`src/logic/dspcg_consts.vh`:
```
`ifndef DSPCG_CONSTS_VH
`define DSPCG_CONSTS_VH

// Register byte offsets
`define DSPCG_OFS_CFG 12'h060
`define DSPCG_OFS_RUN 12'h100
`define DSPCG_OFS_SLEEP 12'h110
`define DSPCG_OFS_DEEP 12'h124
`define DSPCG_OFS_STAT 12'h140
`define DSPCG_OFS_IEN 12'h144
`define DSPCG_OFS_ICLR 12'h148
`define DSPCG_OFS_MODE 12'h14C
`define DSPCG_OFS_EFF 12'h150
`define DSPCG_ADDR_W 12

// Gate bit positions
`define DSPCG_BIT_ASER0 0
`define DSPCG_BIT_ASER1 1
`define DSPCG_BIT_SSER 4
`define DSPCG_BIT_TWB 12
`define DSPCG_BIT_TMR0 16
`define DSPCG_BIT_TMR1 17
`define DSPCG_BIT_TMR2 18
`define DSPCG_BIT_ACMP0 24
`define DSPCG_BIT_ACMP1 25
`define DSPCG_BIT_ACMP2 26

// Writable gate bits; every other bit is reserved and reads zero
`define DSPCG_GATE_MASK 32'h0707_1013
`define DSPCG_GATE_RST 32'h0000_0000
`define DSPCG_ZERO 32'h0000_0000

// Configuration register
`define DSPCG_CFG_AUTO_BIT 0

// Power modes
`define DSPCG_MODE_RUN 2'h0
`define DSPCG_MODE_SLEEP 2'h1
`define DSPCG_MODE_DEEP 2'h2

// AHB encodings
`define DSPCG_HTRANS_NONSEQ_BIT 1
`define DSPCG_HRESP_OKAY 1'b0

`endif

```
`src/logic/dspcg_gate_reg.v`:
```
`timescale 1ns/1ps
`include "dspcg_consts.vh"
// Software register holding only the bits named in the mask
module dspcg_gate_reg #(
  parameter [31:0] MASK = `DSPCG_GATE_MASK,
  parameter [31:0] RST = `DSPCG_GATE_RST
) (
  input wire hclk, // System clock
  input wire hresetn, // Asynchronous reset, active low
  input wire ce, // Clock enable
  input wire we, // Write strobe
  input wire [31:0] wdata, // Write data
  output reg [31:0] q_r // Stored value
);

  always @(posedge hclk or negedge hresetn) begin
    if (!hresetn) begin
      q_r <= RST;
    end else if (ce && we) begin
      q_r <= wdata & MASK;
    end
  end

endmodule // dspcg_gate_reg

```
`src/logic/dspcg_irq.v`:
```
`timescale 1ns/1ps
`include "dspcg_consts.vh"
// Sticky event status, enable and level interrupt
module dspcg_irq (
  input wire hclk, // System clock
  input wire hresetn, // Asynchronous reset, active low
  input wire ce, // Clock enable
  input wire [31:0] ev, // Event pulses
  input wire clr_we, // Write to clear register
  input wire en_we, // Write to enable register
  input wire [31:0] wdata, // Bus write data
  output reg [31:0] stat_r, // Sticky status
  output reg [31:0] en_r, // Interrupt enable
  output reg irq_r // Level interrupt
);

  reg [31:0] stat_nxt;
  reg [31:0] en_nxt;

  always @* begin
    stat_nxt = stat_r;
    en_nxt = en_r;
    if (clr_we) begin
      stat_nxt = stat_nxt & ~(wdata & `DSPCG_GATE_MASK);
    end
    // New events win over a clear in the same cycle
    stat_nxt = stat_nxt | (ev & `DSPCG_GATE_MASK);
    if (en_we) begin
      en_nxt = wdata & `DSPCG_GATE_MASK;
    end
  end

  always @(posedge hclk or negedge hresetn) begin
    if (!hresetn) begin
      stat_r <= `DSPCG_ZERO;
      en_r <= `DSPCG_ZERO;
      irq_r <= 1'b0;
    end else if (ce) begin
      stat_r <= stat_nxt;
      en_r <= en_nxt;
      irq_r <= |(stat_nxt & en_nxt);
    end
  end

endmodule // dspcg_irq

```
`src/logic/dspcg_top.v`:
```
// The AHB-Lite slave port is this design's own decision.
`timescale 1ns/1ps
`include "dspcg_consts.vh"
module dspcg_top (
  input wire hclk, // System clock, 40 MHz
  input wire hresetn, // Asynchronous reset, active low
  input wire hce, // Clock enable, freezes all state when low
  input wire hsel, // Slave select
  input wire [31:0] haddr, // Address
  input wire [1:0] htrans, // Transfer type
  input wire hwrite, // Write when high
  input wire [2:0] hsize, // Transfer size, word only
  input wire [31:0] hwdata, // Write data
  input wire hready, // Bus ready
  output reg hreadyout_r, // Slave ready
  output reg hresp_r, // Response, always OKAY
  output reg [31:0] hrdata_r, // Read data
  input wire sleep_req, // Processor in sleep
  input wire deep_sleep_req, // Processor in deep sleep
  input wire [31:0] unit_access, // Access pulse per unit, gate layout
  output reg [31:0] unit_clk_en_r, // Clock enable per unit
  output reg unit_fault_r, // Bus fault pulse for a gated unit
  output reg irq_r // Interrupt, level
);

  localparam [1:0] ST_RUN = `DSPCG_MODE_RUN;
  localparam [1:0] ST_SLEEP = `DSPCG_MODE_SLEEP;
  localparam [1:0] ST_DEEP = `DSPCG_MODE_DEEP;

  reg [1:0] mode_r;
  reg [1:0] mode_nxt;
  reg wr_pend_r;
  reg rd_pend_r;
  reg [`DSPCG_ADDR_W-1:0] addr_r;
  reg [31:0] eff_nxt;
  reg [31:0] rd_mux;
  reg [31:0] cfg_r;
  reg [31:0] gate_nxt;
  reg wr_run;
  reg wr_sleep;
  reg wr_deep;
  reg wr_cfg;
  reg wr_ien;
  reg wr_iclr;
  wire [31:0] run_q;
  wire [31:0] sleep_q;
  wire [31:0] deep_q;
  wire [31:0] stat_q;
  wire [31:0] ien_q;
  wire irq_w;
  wire auto_gate;
  wire xfer;
  wire [31:0] fault_ev;

  assign xfer = hce && hsel && hready && htrans[`DSPCG_HTRANS_NONSEQ_BIT];
  assign auto_gate = cfg_r[`DSPCG_CFG_AUTO_BIT];

  // Read waits one cycle so a preceding write is already visible
  always @(posedge hclk or negedge hresetn) begin
    if (!hresetn) begin
      wr_pend_r <= 1'b0;
      rd_pend_r <= 1'b0;
      hreadyout_r <= 1'b1;
      hrdata_r <= `DSPCG_ZERO;
    end else if (hce) begin
      if (rd_pend_r) begin
        hrdata_r <= rd_mux;
        hreadyout_r <= 1'b1;
        rd_pend_r <= 1'b0;
      end else if (xfer && !hwrite) begin
        rd_pend_r <= 1'b1;
        hreadyout_r <= 1'b0;
      end
      wr_pend_r <= xfer && hwrite;
    end
  end

  // Address of the transfer now in its data phase
  always @(posedge hclk or negedge hresetn) begin
    if (!hresetn) begin
      addr_r <= {`DSPCG_ADDR_W{1'b0}};
    end else if (hce && xfer) begin
      addr_r <= haddr[`DSPCG_ADDR_W-1:0];
    end
  end

  // Gated units fault on their own port, the bus always answers OKAY
  always @(posedge hclk or negedge hresetn) begin
    if (!hresetn) begin
      hresp_r <= `DSPCG_HRESP_OKAY;
    end else if (hce) begin
      hresp_r <= `DSPCG_HRESP_OKAY;
    end
  end

  // Write strobes, valid in the data phase only
  always @* begin
    wr_run = 1'b0;
    wr_sleep = 1'b0;
    wr_deep = 1'b0;
    wr_cfg = 1'b0;
    wr_ien = 1'b0;
    wr_iclr = 1'b0;
    if (wr_pend_r) begin
      case (addr_r)
        `DSPCG_OFS_RUN: wr_run = 1'b1;
        `DSPCG_OFS_SLEEP: wr_sleep = 1'b1;
        `DSPCG_OFS_DEEP: wr_deep = 1'b1;
        `DSPCG_OFS_CFG: wr_cfg = 1'b1;
        `DSPCG_OFS_IEN: wr_ien = 1'b1;
        `DSPCG_OFS_ICLR: wr_iclr = 1'b1;
        default: wr_run = 1'b0;
      endcase
    end
  end

  // Three gate sets
  dspcg_gate_reg u_run (
    .hclk(hclk),
    .hresetn(hresetn),
    .ce(hce),
    .we(wr_run),
    .wdata(hwdata),
    .q_r(run_q)
  );

  dspcg_gate_reg u_sleep (
    .hclk(hclk),
    .hresetn(hresetn),
    .ce(hce),
    .we(wr_sleep),
    .wdata(hwdata),
    .q_r(sleep_q)
  );

  dspcg_gate_reg u_deep (
    .hclk(hclk),
    .hresetn(hresetn),
    .ce(hce),
    .we(wr_deep),
    .wdata(hwdata),
    .q_r(deep_q)
  );

  // Automatic gating select; without it the run set applies
  always @(posedge hclk or negedge hresetn) begin
    if (!hresetn) begin
      cfg_r <= `DSPCG_ZERO;
    end else if (hce && wr_cfg) begin
      cfg_r <= {31'h0000_0000, hwdata[`DSPCG_CFG_AUTO_BIT]};
    end
  end

  // Power mode tracker
  always @* begin
    case (mode_r)
      ST_RUN, ST_SLEEP, ST_DEEP: begin
        if (deep_sleep_req) begin
          mode_nxt = ST_DEEP;
        end else if (sleep_req) begin
          mode_nxt = ST_SLEEP;
        end else begin
          mode_nxt = ST_RUN;
        end
      end
      default: begin
        mode_nxt = ST_RUN;
      end
    endcase
  end

  // Active gate set by mode
  always @* begin
    eff_nxt = run_q;
    if (auto_gate) begin
      case (mode_nxt)
        ST_SLEEP: begin
          eff_nxt = sleep_q;
        end
        ST_DEEP: begin
          eff_nxt = deep_q;
        end
        default: begin
          eff_nxt = run_q;
        end
      endcase
    end
  end

  // Access to an unclocked unit faults
  assign fault_ev = unit_access & ~unit_clk_en_r & `DSPCG_GATE_MASK;

  // Only the named gate bits ever reach a unit
  always @* begin
    gate_nxt = `DSPCG_ZERO;
    gate_nxt[`DSPCG_BIT_ACMP2] = eff_nxt[`DSPCG_BIT_ACMP2];
    gate_nxt[`DSPCG_BIT_ACMP1] = eff_nxt[`DSPCG_BIT_ACMP1];
    gate_nxt[`DSPCG_BIT_ACMP0] = eff_nxt[`DSPCG_BIT_ACMP0];
    gate_nxt[`DSPCG_BIT_TMR2] = eff_nxt[`DSPCG_BIT_TMR2];
    gate_nxt[`DSPCG_BIT_TMR1] = eff_nxt[`DSPCG_BIT_TMR1];
    gate_nxt[`DSPCG_BIT_TMR0] = eff_nxt[`DSPCG_BIT_TMR0];
    gate_nxt[`DSPCG_BIT_TWB] = eff_nxt[`DSPCG_BIT_TWB];
    gate_nxt[`DSPCG_BIT_SSER] = eff_nxt[`DSPCG_BIT_SSER];
    gate_nxt[`DSPCG_BIT_ASER1] = eff_nxt[`DSPCG_BIT_ASER1];
    gate_nxt[`DSPCG_BIT_ASER0] = eff_nxt[`DSPCG_BIT_ASER0];
  end

  always @(posedge hclk or negedge hresetn) begin
    if (!hresetn) begin
      mode_r <= ST_RUN;
    end else if (hce) begin
      mode_r <= mode_nxt;
    end
  end

  // A set bit runs the unit clock, a clear bit stops it
  always @(posedge hclk or negedge hresetn) begin
    if (!hresetn) begin
      unit_clk_en_r <= `DSPCG_GATE_RST;
    end else if (hce) begin
      unit_clk_en_r <= gate_nxt;
    end
  end

  always @(posedge hclk or negedge hresetn) begin
    if (!hresetn) begin
      unit_fault_r <= 1'b0;
    end else if (hce) begin
      unit_fault_r <= |fault_ev;
    end
  end

  // Faults on gated units feed the sticky status
  dspcg_irq u_irq (
    .hclk(hclk),
    .hresetn(hresetn),
    .ce(hce),
    .ev(fault_ev),
    .clr_we(wr_iclr),
    .en_we(wr_ien),
    .wdata(hwdata),
    .stat_r(stat_q),
    .en_r(ien_q),
    .irq_r(irq_w)
  );

  // Output stage so the interrupt leaves from a flop
  always @(posedge hclk or negedge hresetn) begin
    if (!hresetn) begin
      irq_r <= 1'b0;
    end else if (hce) begin
      irq_r <= irq_w;
    end
  end

  // Read mux; unmapped and write-only addresses read zero
  always @* begin
    case (addr_r)
      `DSPCG_OFS_CFG: begin
        rd_mux = cfg_r;
      end
      `DSPCG_OFS_RUN: begin
        rd_mux = run_q;
      end
      `DSPCG_OFS_SLEEP: begin
        rd_mux = sleep_q;
      end
      `DSPCG_OFS_DEEP: begin
        rd_mux = deep_q;
      end
      `DSPCG_OFS_STAT: begin
        rd_mux = stat_q;
      end
      `DSPCG_OFS_IEN: begin
        rd_mux = ien_q;
      end
      `DSPCG_OFS_MODE: begin
        rd_mux = {30'h0000_0000, mode_r};
      end
      `DSPCG_OFS_EFF: begin
        rd_mux = unit_clk_en_r;
      end
      default: begin
        rd_mux = `DSPCG_ZERO;
      end
    endcase
  end

endmodule // dspcg_top
```
`config.mk`:
```
export PLATFORM = sky130hd
export DESIGN_NAME = dspcg_top
export DESIGN_NICKNAME = d
export VERILOG_FILES = /design/src/logic/dspcg_gate_reg.v /design/src/logic/dspcg_irq.v /design/src/logic/dspcg_top.v
export VERILOG_INCLUDE_DIRS = /design/src /design/src/logic
export SDC_FILE = /design/constraint.sdc
export NUM_CORES = 1
export LEC_CHECK = 0
export BUFFER_PORTS_ARGS = -buffer_cell sky130_fd_sc_hd__buf_2
export CAP_MARGIN = 20
export CORE_MARGIN = 4
export CORE_UTILIZATION = 45
export CTS_CLUSTER_SIZE = 25
export DETAILED_ROUTE_END_ITERATION = 16
export PLACE_DENSITY = 0.68
export SLEW_MARGIN = 20
export SYNTH_ARGS = -nofsm -noshare
export SYNTH_HDL_FRONTEND = slang
export SYNTH_HIERARCHICAL = 1
export SYNTH_SLANG_ARGS = --single-unit
```
`constraint.sdc`:
```
create_clock -name hclk -period 5.15 [get_ports hclk]
set_input_delay 0.2575 -clock hclk [delete_from_list [all_inputs] [get_ports hclk]]
set_output_delay 0.2575 -clock hclk [all_outputs]
set_load 0.005 [all_outputs]
```
Yosys cells after proc, flatten, opt, wreduce, memory -nomap -nowiden
Cells that the tools add are included.
{"block": "totals", "output_inout_bits": 68, "input_bits": 109, "word_cells": 77, "regBits": 157}
{"block": "classes", "n_bitwise": 6, "muxes": 24, "n_reduce_logical": 18, "n_eq_ne": 13}
{"cell": "one-hot mux 32 bit (8 select lines)", "n": 1}
{"cell": "equality test 12 x 9 -> 1 bit (second input constant)", "n": 8}
{"cell": "AND 32 bit", "n": 2}
{"cell": "2-to-1 mux 32 bit", "n": 2}
{"cell": "one-hot mux 27 bit (2 select lines)", "n": 1}
{"cell": "NOT 27 -> 32 bit", "n": 1}
{"cell": "OR 32 x 27 -> 32 bit", "n": 1}
{"cell": "OR reduction 32 bit", "n": 1}
{"cell": "AND 27 bit", "n": 1}
{"cell": "2-to-1 mux 27 bit", "n": 1}
{"cell": "NOT 27 bit", "n": 1}
{"cell": "2-to-1 mux 1 bit", "n": 17}
{"cell": "equality test 12 x 7 -> 1 bit (second input constant)", "n": 1}
{"cell": "logical AND 1 bit", "n": 10}
{"cell": "OR reduction 10 bit", "n": 1}
{"cell": "equality test 2 x 1 -> 1 bit (second input constant)", "n": 2}
{"cell": "equality test 2 bit (second input constant)", "n": 2}
{"cell": "2-to-1 mux 2 bit", "n": 2}
{"cell": "AND reduction 2 bit", "n": 2}
{"cell": "OR reduction 3 bit", "n": 1}
{"cell": "logical NOT 2 bit", "n": 1}
{"cell": "nonzero test 2 bit", "n": 1}
{"cell": "logical NOT 1 bit", "n": 1}

Logic depth before layout (Yosys ltp)
Gate-level depths: netlist of run 1.
{"block": "logic_depth", "ltp_word": 7, "ltp_mapped": 9, "ltp_nobuf": 7}

Hierarchy
Netlist of run 1, hierarchy kept.
{"module": "dspcg_top", "cells_per_inst": 443, "area_each_um2": 4375.4, "n_inst": 1}
{"module": "dspcg_gate_reg", "cells_per_inst": 44, "area_each_um2": 543.0, "n_inst": 3}
{"module": "dspcg_irq", "cells_per_inst": 140, "area_each_um2": 1391.3, "n_inst": 1}

Least setup slack after synthesis of run 1
OpenSTA, ideal clock, no wires.
{"block": "synth_path", "path_type": "register -> register", "start": "register addr_r[6]", "end": "register u_irq.irq_r", "n_path_buf": 2, "path_stages_with_launch": 9, "t_arrival_ns": 2.395, "t_required_ns": 5.021, "path_slack_ns": 2.626, "path_cell_list": "dfrtp_1 -> buf_2 -> nor4bb_1 -> nand2_1 -> nor3_1 -> buf_6 -> mux2i_1 -> o22ai_1 -> o41a_1"}
{"block": "synth_via", "word_cells_on_any_way": 11, "cone_classes": "eq/ne (2); mux (6); bitwise (2); reduce/logical (1)"}
{"item": "from (decl)", "line_no": "dspcg_top.v:34", "rtl": "reg [`DSPCG_ADDR_W-1:0] addr_r;"}
{"item": "from (signal assigned)", "line_no": "dspcg_top.v:81", "rtl": "addr_r <= {`DSPCG_ADDR_W{1'b0}};"}
{"item": "from (signal assigned)", "line_no": "dspcg_top.v:83", "rtl": "addr_r <= haddr[`DSPCG_ADDR_W-1:0];"}
{"item": "equality test 12 x 9 -> 1 bit", "line_no": "dspcg_top.v:105", "rtl": "case (addr_r)"}
{"item": "2-to-1 mux 1 bit", "line_no": "dspcg_top.v:105"}
{"item": "2-to-1 mux 1 bit", "line_no": "dspcg_top.v:104", "rtl": "if (wr_pend_r) begin"}
{"item": "named net wr_ien", "line_no": "dspcg_top.v:43", "rtl": "reg wr_ien;"}
{"item": "2-to-1 mux 32 bit", "line_no": "dspcg_irq.v:28", "rtl": "if (en_we) begin"}
{"item": "AND 32 bit", "line_no": "dspcg_irq.v:41", "rtl": "irq_r <= |(stat_nxt & en_nxt);"}
{"item": "OR reduction 32 bit", "line_no": "dspcg_irq.v:41"}
{"item": "to (signal assigned)", "line_no": "dspcg_irq.v:41"}
{"item": "to (decl)", "line_no": "dspcg_irq.v:14", "rtl": "output reg irq_r"}
The timed path passes the listed nets, and every way through them passes these cells.
A chain may end at the register's enable or synchronous reset.

Final worst setup path of run 1
{"block": "layout_path", "start": "register addr_r[5]", "end": "register u_irq.irq_r"}
The elaborated chain is that of the path after synthesis.

==> flow_summary.yaml, run 1 <==
layout:
  final_cell_mix: "conb_1 (133), dfrtp_1 (112), buf_2 (84)"
  finalInstanceArea_um2: 8080
  post-route-util_pct: 50.5
  area_delta_synth_final_pct: 9.29
  drive_gt1_share_pct: 27.5
  layout_commonest_cell: "conb_1"
  antenna_cells: 0
  layoutNonFillerInstCount: 1022
  nets: 904
  n_fill_cell: 1520
timing:
  relSlewSlack_pct: 34.3
  post-route-min-period_ps: 3130
  skew_ps: 8.06
  grt_setup_unrepaired: "false"
  drv_slew: 0
  tightest_slew_ps: 960
  fmax_ghz: 0.319
  finalHoldViolCount: 0
  period_share_pct: 60.9
  setup_ws_ps: 2020
  timing.hold.ws_ps: 56.9
  setup_viol: 0
  finalSetupTns_ps: 0
power:
  p_clk_share_pct: 46.9
  ir_worst_vdd_mv: 0.176
  p_int_mw: 1.75
  p_sw_share_pct: 27.2
  p_per_area_nw_per_um2: 298
  power_mw: 2.41
  p_seq_share_pct: 40.2
  leakage_nw: 3.82
  power.switching_mw: 0.656
  combPwrFrac_pct: 12.9
routing:
  wl_um: 17700
  drtAntennaViolNets: 0
  dr.pass1.iters: 5
  vias: 5327
  route.detailed.drc: 0
  drtIter0Drc: 380
  wl_per_cell_um: 17.3
  vias_per_cell: 5.21
worst_setup_path:
  worstPathRequired_ps: 5450
  end_kind: "flip-flop"
  crit_start: "addr_r[5]"
  crit_slowest_cell: "nor4_2"
  worstRegToRegCells: 8
  r2r_end: "u_irq/irq_r"
  worst-path-max-fanout: 14
  cp.arrival_ps: 3430
  crit_chain: "nor4_2 -> nand2_1 -> nor3_2 -> buf_4 -> or2b_1 -> o221ai_1 -> o2111ai_1 -> o41a_1"
  crit_end: "u_irq/irq_r"
  slowest_delay_ps: 700
  reg2reg_from: "addr_r[5]"
  start_kind: "flip-flop"
  crit_type: "flip-flop to flip-flop"
  r2r_slack_ps: 2020
grt:
  grt_max_degree: 69
  grt_overflow: 0
  grt_pass1_wl_um: 28300
  grt.met1_usage_pct: 27.0
  use_met3_pct: 4.63
  gr-usage-all-layers_pct: 19.9
  busiest_layer: "met2"
  use_met2_pct: 31.3
  first_global_vias: 5175
  grt_antenna_before_repair: 0
min_path:
  worstHoldPathType: "input port to flip-flop"
floorplan:
  initial_core_util_pct: 46.2
  coreArea_um2: 16000
  ios: 177
  num_rows: 46
  die_x_um: 136
  die_y_um: 136
  dieArea_um2: 18600
place:
  gp_congestion: 0.883
  dp.cells: 988
  dp_hpwl_um: 12100
  placed_area_um2: 7470
  port_buffers: 85
  preCtsSetupSlack_ps: 2080
run_status:
  status: "finished clean"
flow_run:
  cap_viol_max_count: 0
synthesis:
  synthCells: 715
  syn_avg_cell_area_um2: 10.3
  async_flop_share_pct: 100
  synth-main-ff-cell: "dfrtp_1"
  netlist.top_cell.by_area: "dfrtp_1"
  synth_area_leaders: "dfrtp_1 (38%), buf_4 (14%), mux2_2 (9.4%)"
  netlist_area_um2: 7400
  yosysWarnings: 6
  synth-seq-cells: 113
  synth_top_area_share_pct: 37.9
  synth-seq-area-share_pct: 38.3
  yosysUniqueCellTypes: 75
  synth-edff-count: 0
clock_network:
  clock_sinks: 113
  worstSkewPairLatency_ps: 420
  clk_pin_slew_ps: 50
  cts-resized-gates: 0
  cts_buffers: 17
  cts_tree: "yes"
  cts_htree_levels: 4
  cts_root_buf: "clkbuf_16"
  post_cts_buffers: 0
  clock_path_buffers: 2
synthesized netlist by cell type (5+ instances only):
cell	count
buf_4	136
dfrtp_1	112
nand2_1	67
mux2_2	62
mux2i_1	34
a22oi_1	32
a22o_1	29
nor2_1	17
clkbuf_1	14
o21ai_1	14
nor2b_1	12
o21ai_0	11
o211ai_1	10
a21oi_1	9
nand3_1	9
mux2_1	8
nor3_1	7
buf_2	6
buf_6	6
o2bb2ai_1	6
a221oi_1	5
and2_1	5
conb_1	5
o211ai_2	5
worst max-delay path: cells and delay by family (launching register included):
family / cells / cell delay [ps]
compound gates: 3 / 670
simple gates: 4 / 1620
buf+inv: 1 / 260
flops: 1 / 440
timing repair:
item | CTS | global route
hold buffers | 1 | 0
endpoints found under the setup margin | 0 | 0
endpoints found under the hold margin | 44 | 0
kinds of logic (layout without fill, tap and decap cells):
| family | count (synthesis) | in the layout | share of synthesized area [%] |
|---|---|---|---|
| AOI/OAI and AO/OA | 157 | 157 | 16.7 |
| xor gates and xnor gates | 1 | 1 | 0.118 |
| adders and majority gates | 2 | 2 | 0.338 |
| buffers and inverters | 170 | 133 | 16.2 |
| DFF | 113 | 113 | 38.3 |
| muxes | 105 | 105 | 15.6 |
| other | 5 | 133 | 0.254 |
| and+or+nand+nor | 162 | 162 | 12.5 |
final cells by class:
type / count / area (um^2) / share of cell area (%)
Multi-Input combinational cell: 560 / 3860 / 47.7
Sequential cell: 113 / 2830 / 35.0
Timing Repair Buffer: 97 / 541 / 6.69
Clock buffer: 24 / 492 / 6.08
Tap cell: 216 / 270 / 3.34
Clock inverter: 8 / 78.8 / 0.975
Inverter: 4 / 15.0 / 0.186
how the worst min path moves through the flow:
| stage | cells after the start | slack [ps] | end | startpoint |
|---|---|---|---|---|
| finish | 2 | 60 | rd_pend_r | hwrite |
| global route | 2 | 50 | rd_pend_r | hwrite |
| CTS | 2 | 50 | rd_pend_r | hwrite |
| detailed placement | 1 | 300 | irq_r | hresetn |
| global placement | 1 | 300 | irq_r | hresetn |
| floorplan | 0 | -40 | addr_r[0] | hresetn |
flip-flops by register name, indices dropped and copies added (netlist names):
signal         flops
addr_r            12
cfg_r              1
hrdata_r          32
hreadyout_r        1
irq_r              1
mode_r             2
rd_pend_r          1
u_deep/q_r        10
u_irq/en_r        10
u_irq/irq_r        1
u_irq/stat_r      10
u_run/q_r         10
u_sleep/q_r       10
unit_clk_en_r     10
unit_fault_r       1
wr_pend_r          1
power groups by stage:
stage / Clock [mW] / Combinational, mW / Sequential [mW]
4_1_cts: 1.14 / 0.305 / 0.969
6_report: 1.13 / 0.311 / 0.970
5_1_grt: 1.19 / 0.340 / 0.976
3_5_place_dp: 0 / 0.304 / 0.984
2_1_floorplan: 0 / 0.290 / 0.966
3_3_place_gp: 0 / 0.302 / 0.983
routing by layer:
| metal | vias up | wire length, um |
|---|---|---|
| met3 | 37 | 1100 |
| met2 | 198 | 8110 |
| met5 | - | 0 |
| met4 | 0 | 494 |
| li1 | 2518 | - |
| met1 | 2574 | 7950 |
Note: power is estimated with default switching activity, not from simulation.
==> inputs of run 2 (changes only) <==
- PLACE_DENSITY: 0.68 -> 0.71
- clock period: 5.15 -> 2.8 ns (I/O delays scaled with it)
==> run 2 against run 1 <==
Global-route usage decreased by 0.14 points. Combinational power grew 100%. Final area rose by 3.6%. Sequential share of layout area shrank 1.2 points. First-iteration DRC count increased by 2.9%. Power is 91% higher. Count of clock-buffer cells in the layout shrank 5. Final cell count grew 3.0%. Sequential power up 85%. Critical endpoint unchanged. Largest cell class unchanged. Largest power group unchanged. Highest routed layer is now met5.
==> flow_summary.yaml, run 2 (synthesis gave the netlist of run 1 again) <==
grt:
  grt_antenna_before_repair: 1
  use_met2_pct: 30.4
  gr-usage-all-layers_pct: 19.8
  use_met3_pct: 5.96
  grt_pass1_wl_um: 28200
  grt_max_degree: 71
  grt_overflow: 0
  busiest_layer: "met2"
  first_global_vias: 5150
  grt.met1_usage_pct: 26.6
worst_setup_path:
  crit_top_cell: "buf_4"
  cp_top_family: "compound AO/OA/AOI/OAI gates"
  end_kind: "flip-flop"
  worst-path-max-fanout: 11
  start_kind: "flip-flop"
  worstPathRequired_ps: 3090
  slowest_delay_ps: 450
  reg2reg_from: "addr_r[7]"
  r2r_end: "u_irq/irq_r"
  crit_type: "flip-flop to flip-flop"
  critPathBufInv: 2
  cp.arrival_ps: 2830
  crit_slowest_cell: "dfrtp_1"
  crit_chain: "nor4bb_1 -> buf_4 -> nand4_1 -> nor3_1 -> buf_4 -> a21boi_0 -> o221ai_1 -> o2111ai_1 -> o41a_1"
  r2r_slack_ps: 270
  worstRegToRegCells: 9
floorplan:
  coreArea_um2: 16000
  initial_core_util_pct: 46.2
  num_rows: 46
  die_y_um: 136
  die_x_um: 136
  dieArea_um2: 18600
  ios: 177
clock_network:
  post_cts_buffers: 0
  cts_tree: "yes"
  clock_sinks: 113
  clk_pin_slew_ps: 50
  cts_buffers: 17
  cts_htree_levels: 4
  worstSkewPairLatency_ps: 420
  cts_root_buf: "clkbuf_16"
  clock_path_buffers: 2
power:
  ir_worst_vdd_mv: 0.361
  p_per_area_nw_per_um2: 551
  leakage_nw: 3.98
timing:
  fmax_ghz: 0.395
  relSlewSlack_pct: 24.0
  period_share_pct: 90.5
  finalSetupTns_ps: 0
  tightest_slew_ps: 1110
  drv_slew: 0
  skew_ps: 9.31
  grt_setup_unrepaired: "false"
  finalHoldViolCount: 0
  setup_viol: 0
  post-route-min-period_ps: 2530
layout:
  layout_commonest_cell: "conb_1"
  antenna_cells: 0
  n_fill_cell: 1487
  largest_reg_flops: 32
  final_cell_mix: "conb_1 (133), dfrtp_1 (112), buf_2 (84)"
  area_delta_synth_final_pct: 13.2
  top_regs: "hrdata_r x32, addr_r x12"
  nets: 935
  drive_gt1_share_pct: 28.9
  finalInstanceArea_um2: 8370
  largest_register: "hrdata_r"
min_path:
  min_path_cells: 2
  worstHoldPathType: "input port to flip-flop"
  min_from: "hwdata[12]"
  whs_endpoint: "u_irq/en_r[12]"
routing:
  wl_um: 17900
  vias: 5444
  wl_per_cell_um: 17.0
  route.detailed.drc: 0
  drtAntennaViolNets: 0
  dr.pass1.iters: 5
  drtIter0Drc: 391
  vias_per_cell: 5.17
place:
  port_buffers: 85
  dp_hpwl_um: 12700
  gp_congestion: 0.883
  placed_area_um2: 7630
run_status:
  status: "finished clean"
flow_run:
  cap_viol_max_count: 0
run 2: cell types whose count changed in the layout (fill, tap and decap cells not counted):
cell / before / now
dlygate4sd3_1: 1 / 14
inv_6: 0 / 1
clkbuf_8: 4 / 1
buf_4: 11 / 29
bufinv_16: 1 / 3
clkinv_2: 2 / 3
clkbuf_1: 3 / 1
buf_12: 0 / 1
clkinv_4: 1 / 2
buf_16: 1 / 0
run 2: where the power goes:
group	internal, mW	leakage [nW]	switching, mW
Clock	1.42	0.285	0.784
Sequential	1.69	1.49	0.0920
Combinational	0.271	2.20	0.353
run 2: per-stage QoR:
stage / utilization [%] / hold slack, ps / std cells / power (mW) / setup WS, ps
global placement: 47.7 / 188 / 1007 / 2.40 / 306
detailed placement: 47.7 / 191 / 1007 / 2.41 / 331
finish: 52.3 / 38.8 / 1053 / 4.61 / 266
CTS: 52.3 / 14.5 / 1053 / 4.65 / 293
floorplan: - / -156 / 843 / 2.31 / 276
global route: 52.3 / 39.4 / 1053 / 4.81 / 107
run 2: worst reg2reg max path: stages, from the launching register on:
cell       delay (ps)
dfrtp_1           450
nor4bb_1          350
buf_4             190
nand4_1           130
nor3_1            220
buf_4             230
a21boi_0          120
o221ai_1          190
o2111ai_1         150
o41a_1            390
run 2: how the worst max path moves through the flow:
stage               startpoint          end  slack, ps  cells past startpoint
global route         addr_r[5]  u_irq/irq_r        110                      8
global placement     addr_r[5]  u_irq/irq_r        310                      8
finish               addr_r[7]  u_irq/irq_r        270                      9
CTS                  addr_r[2]  u_irq/irq_r        290                      7
floorplan            addr_r[6]  u_irq/irq_r        280                      8
detailed placement   addr_r[5]  u_irq/irq_r        330                      8
run 2: area by class of cell:
cell class	instances	area (um^2)	area share, %
Inverter	4	15.0	0.179
Tap cell	216	270	3.23
Timing Repair Buffer	128	798	9.53
Clock inverter	13	161	1.93
Multi-Input combinational cell	560	3860	46.1
Clock buffer	19	443	5.29
Sequential cell	113	2830	33.8
run 2: what timing repair did:
item,CTS,global route
gates resized for setup,0,0
hold buffers,14,0
endpoints found under the hold margin,57,0
run 2: metal layers:
metal	vias to the layer above	wire, um
li1	2593	-
met3	34	1240
met1	2603	7870
met4	2	385
met5	-	13
met2	212	8390
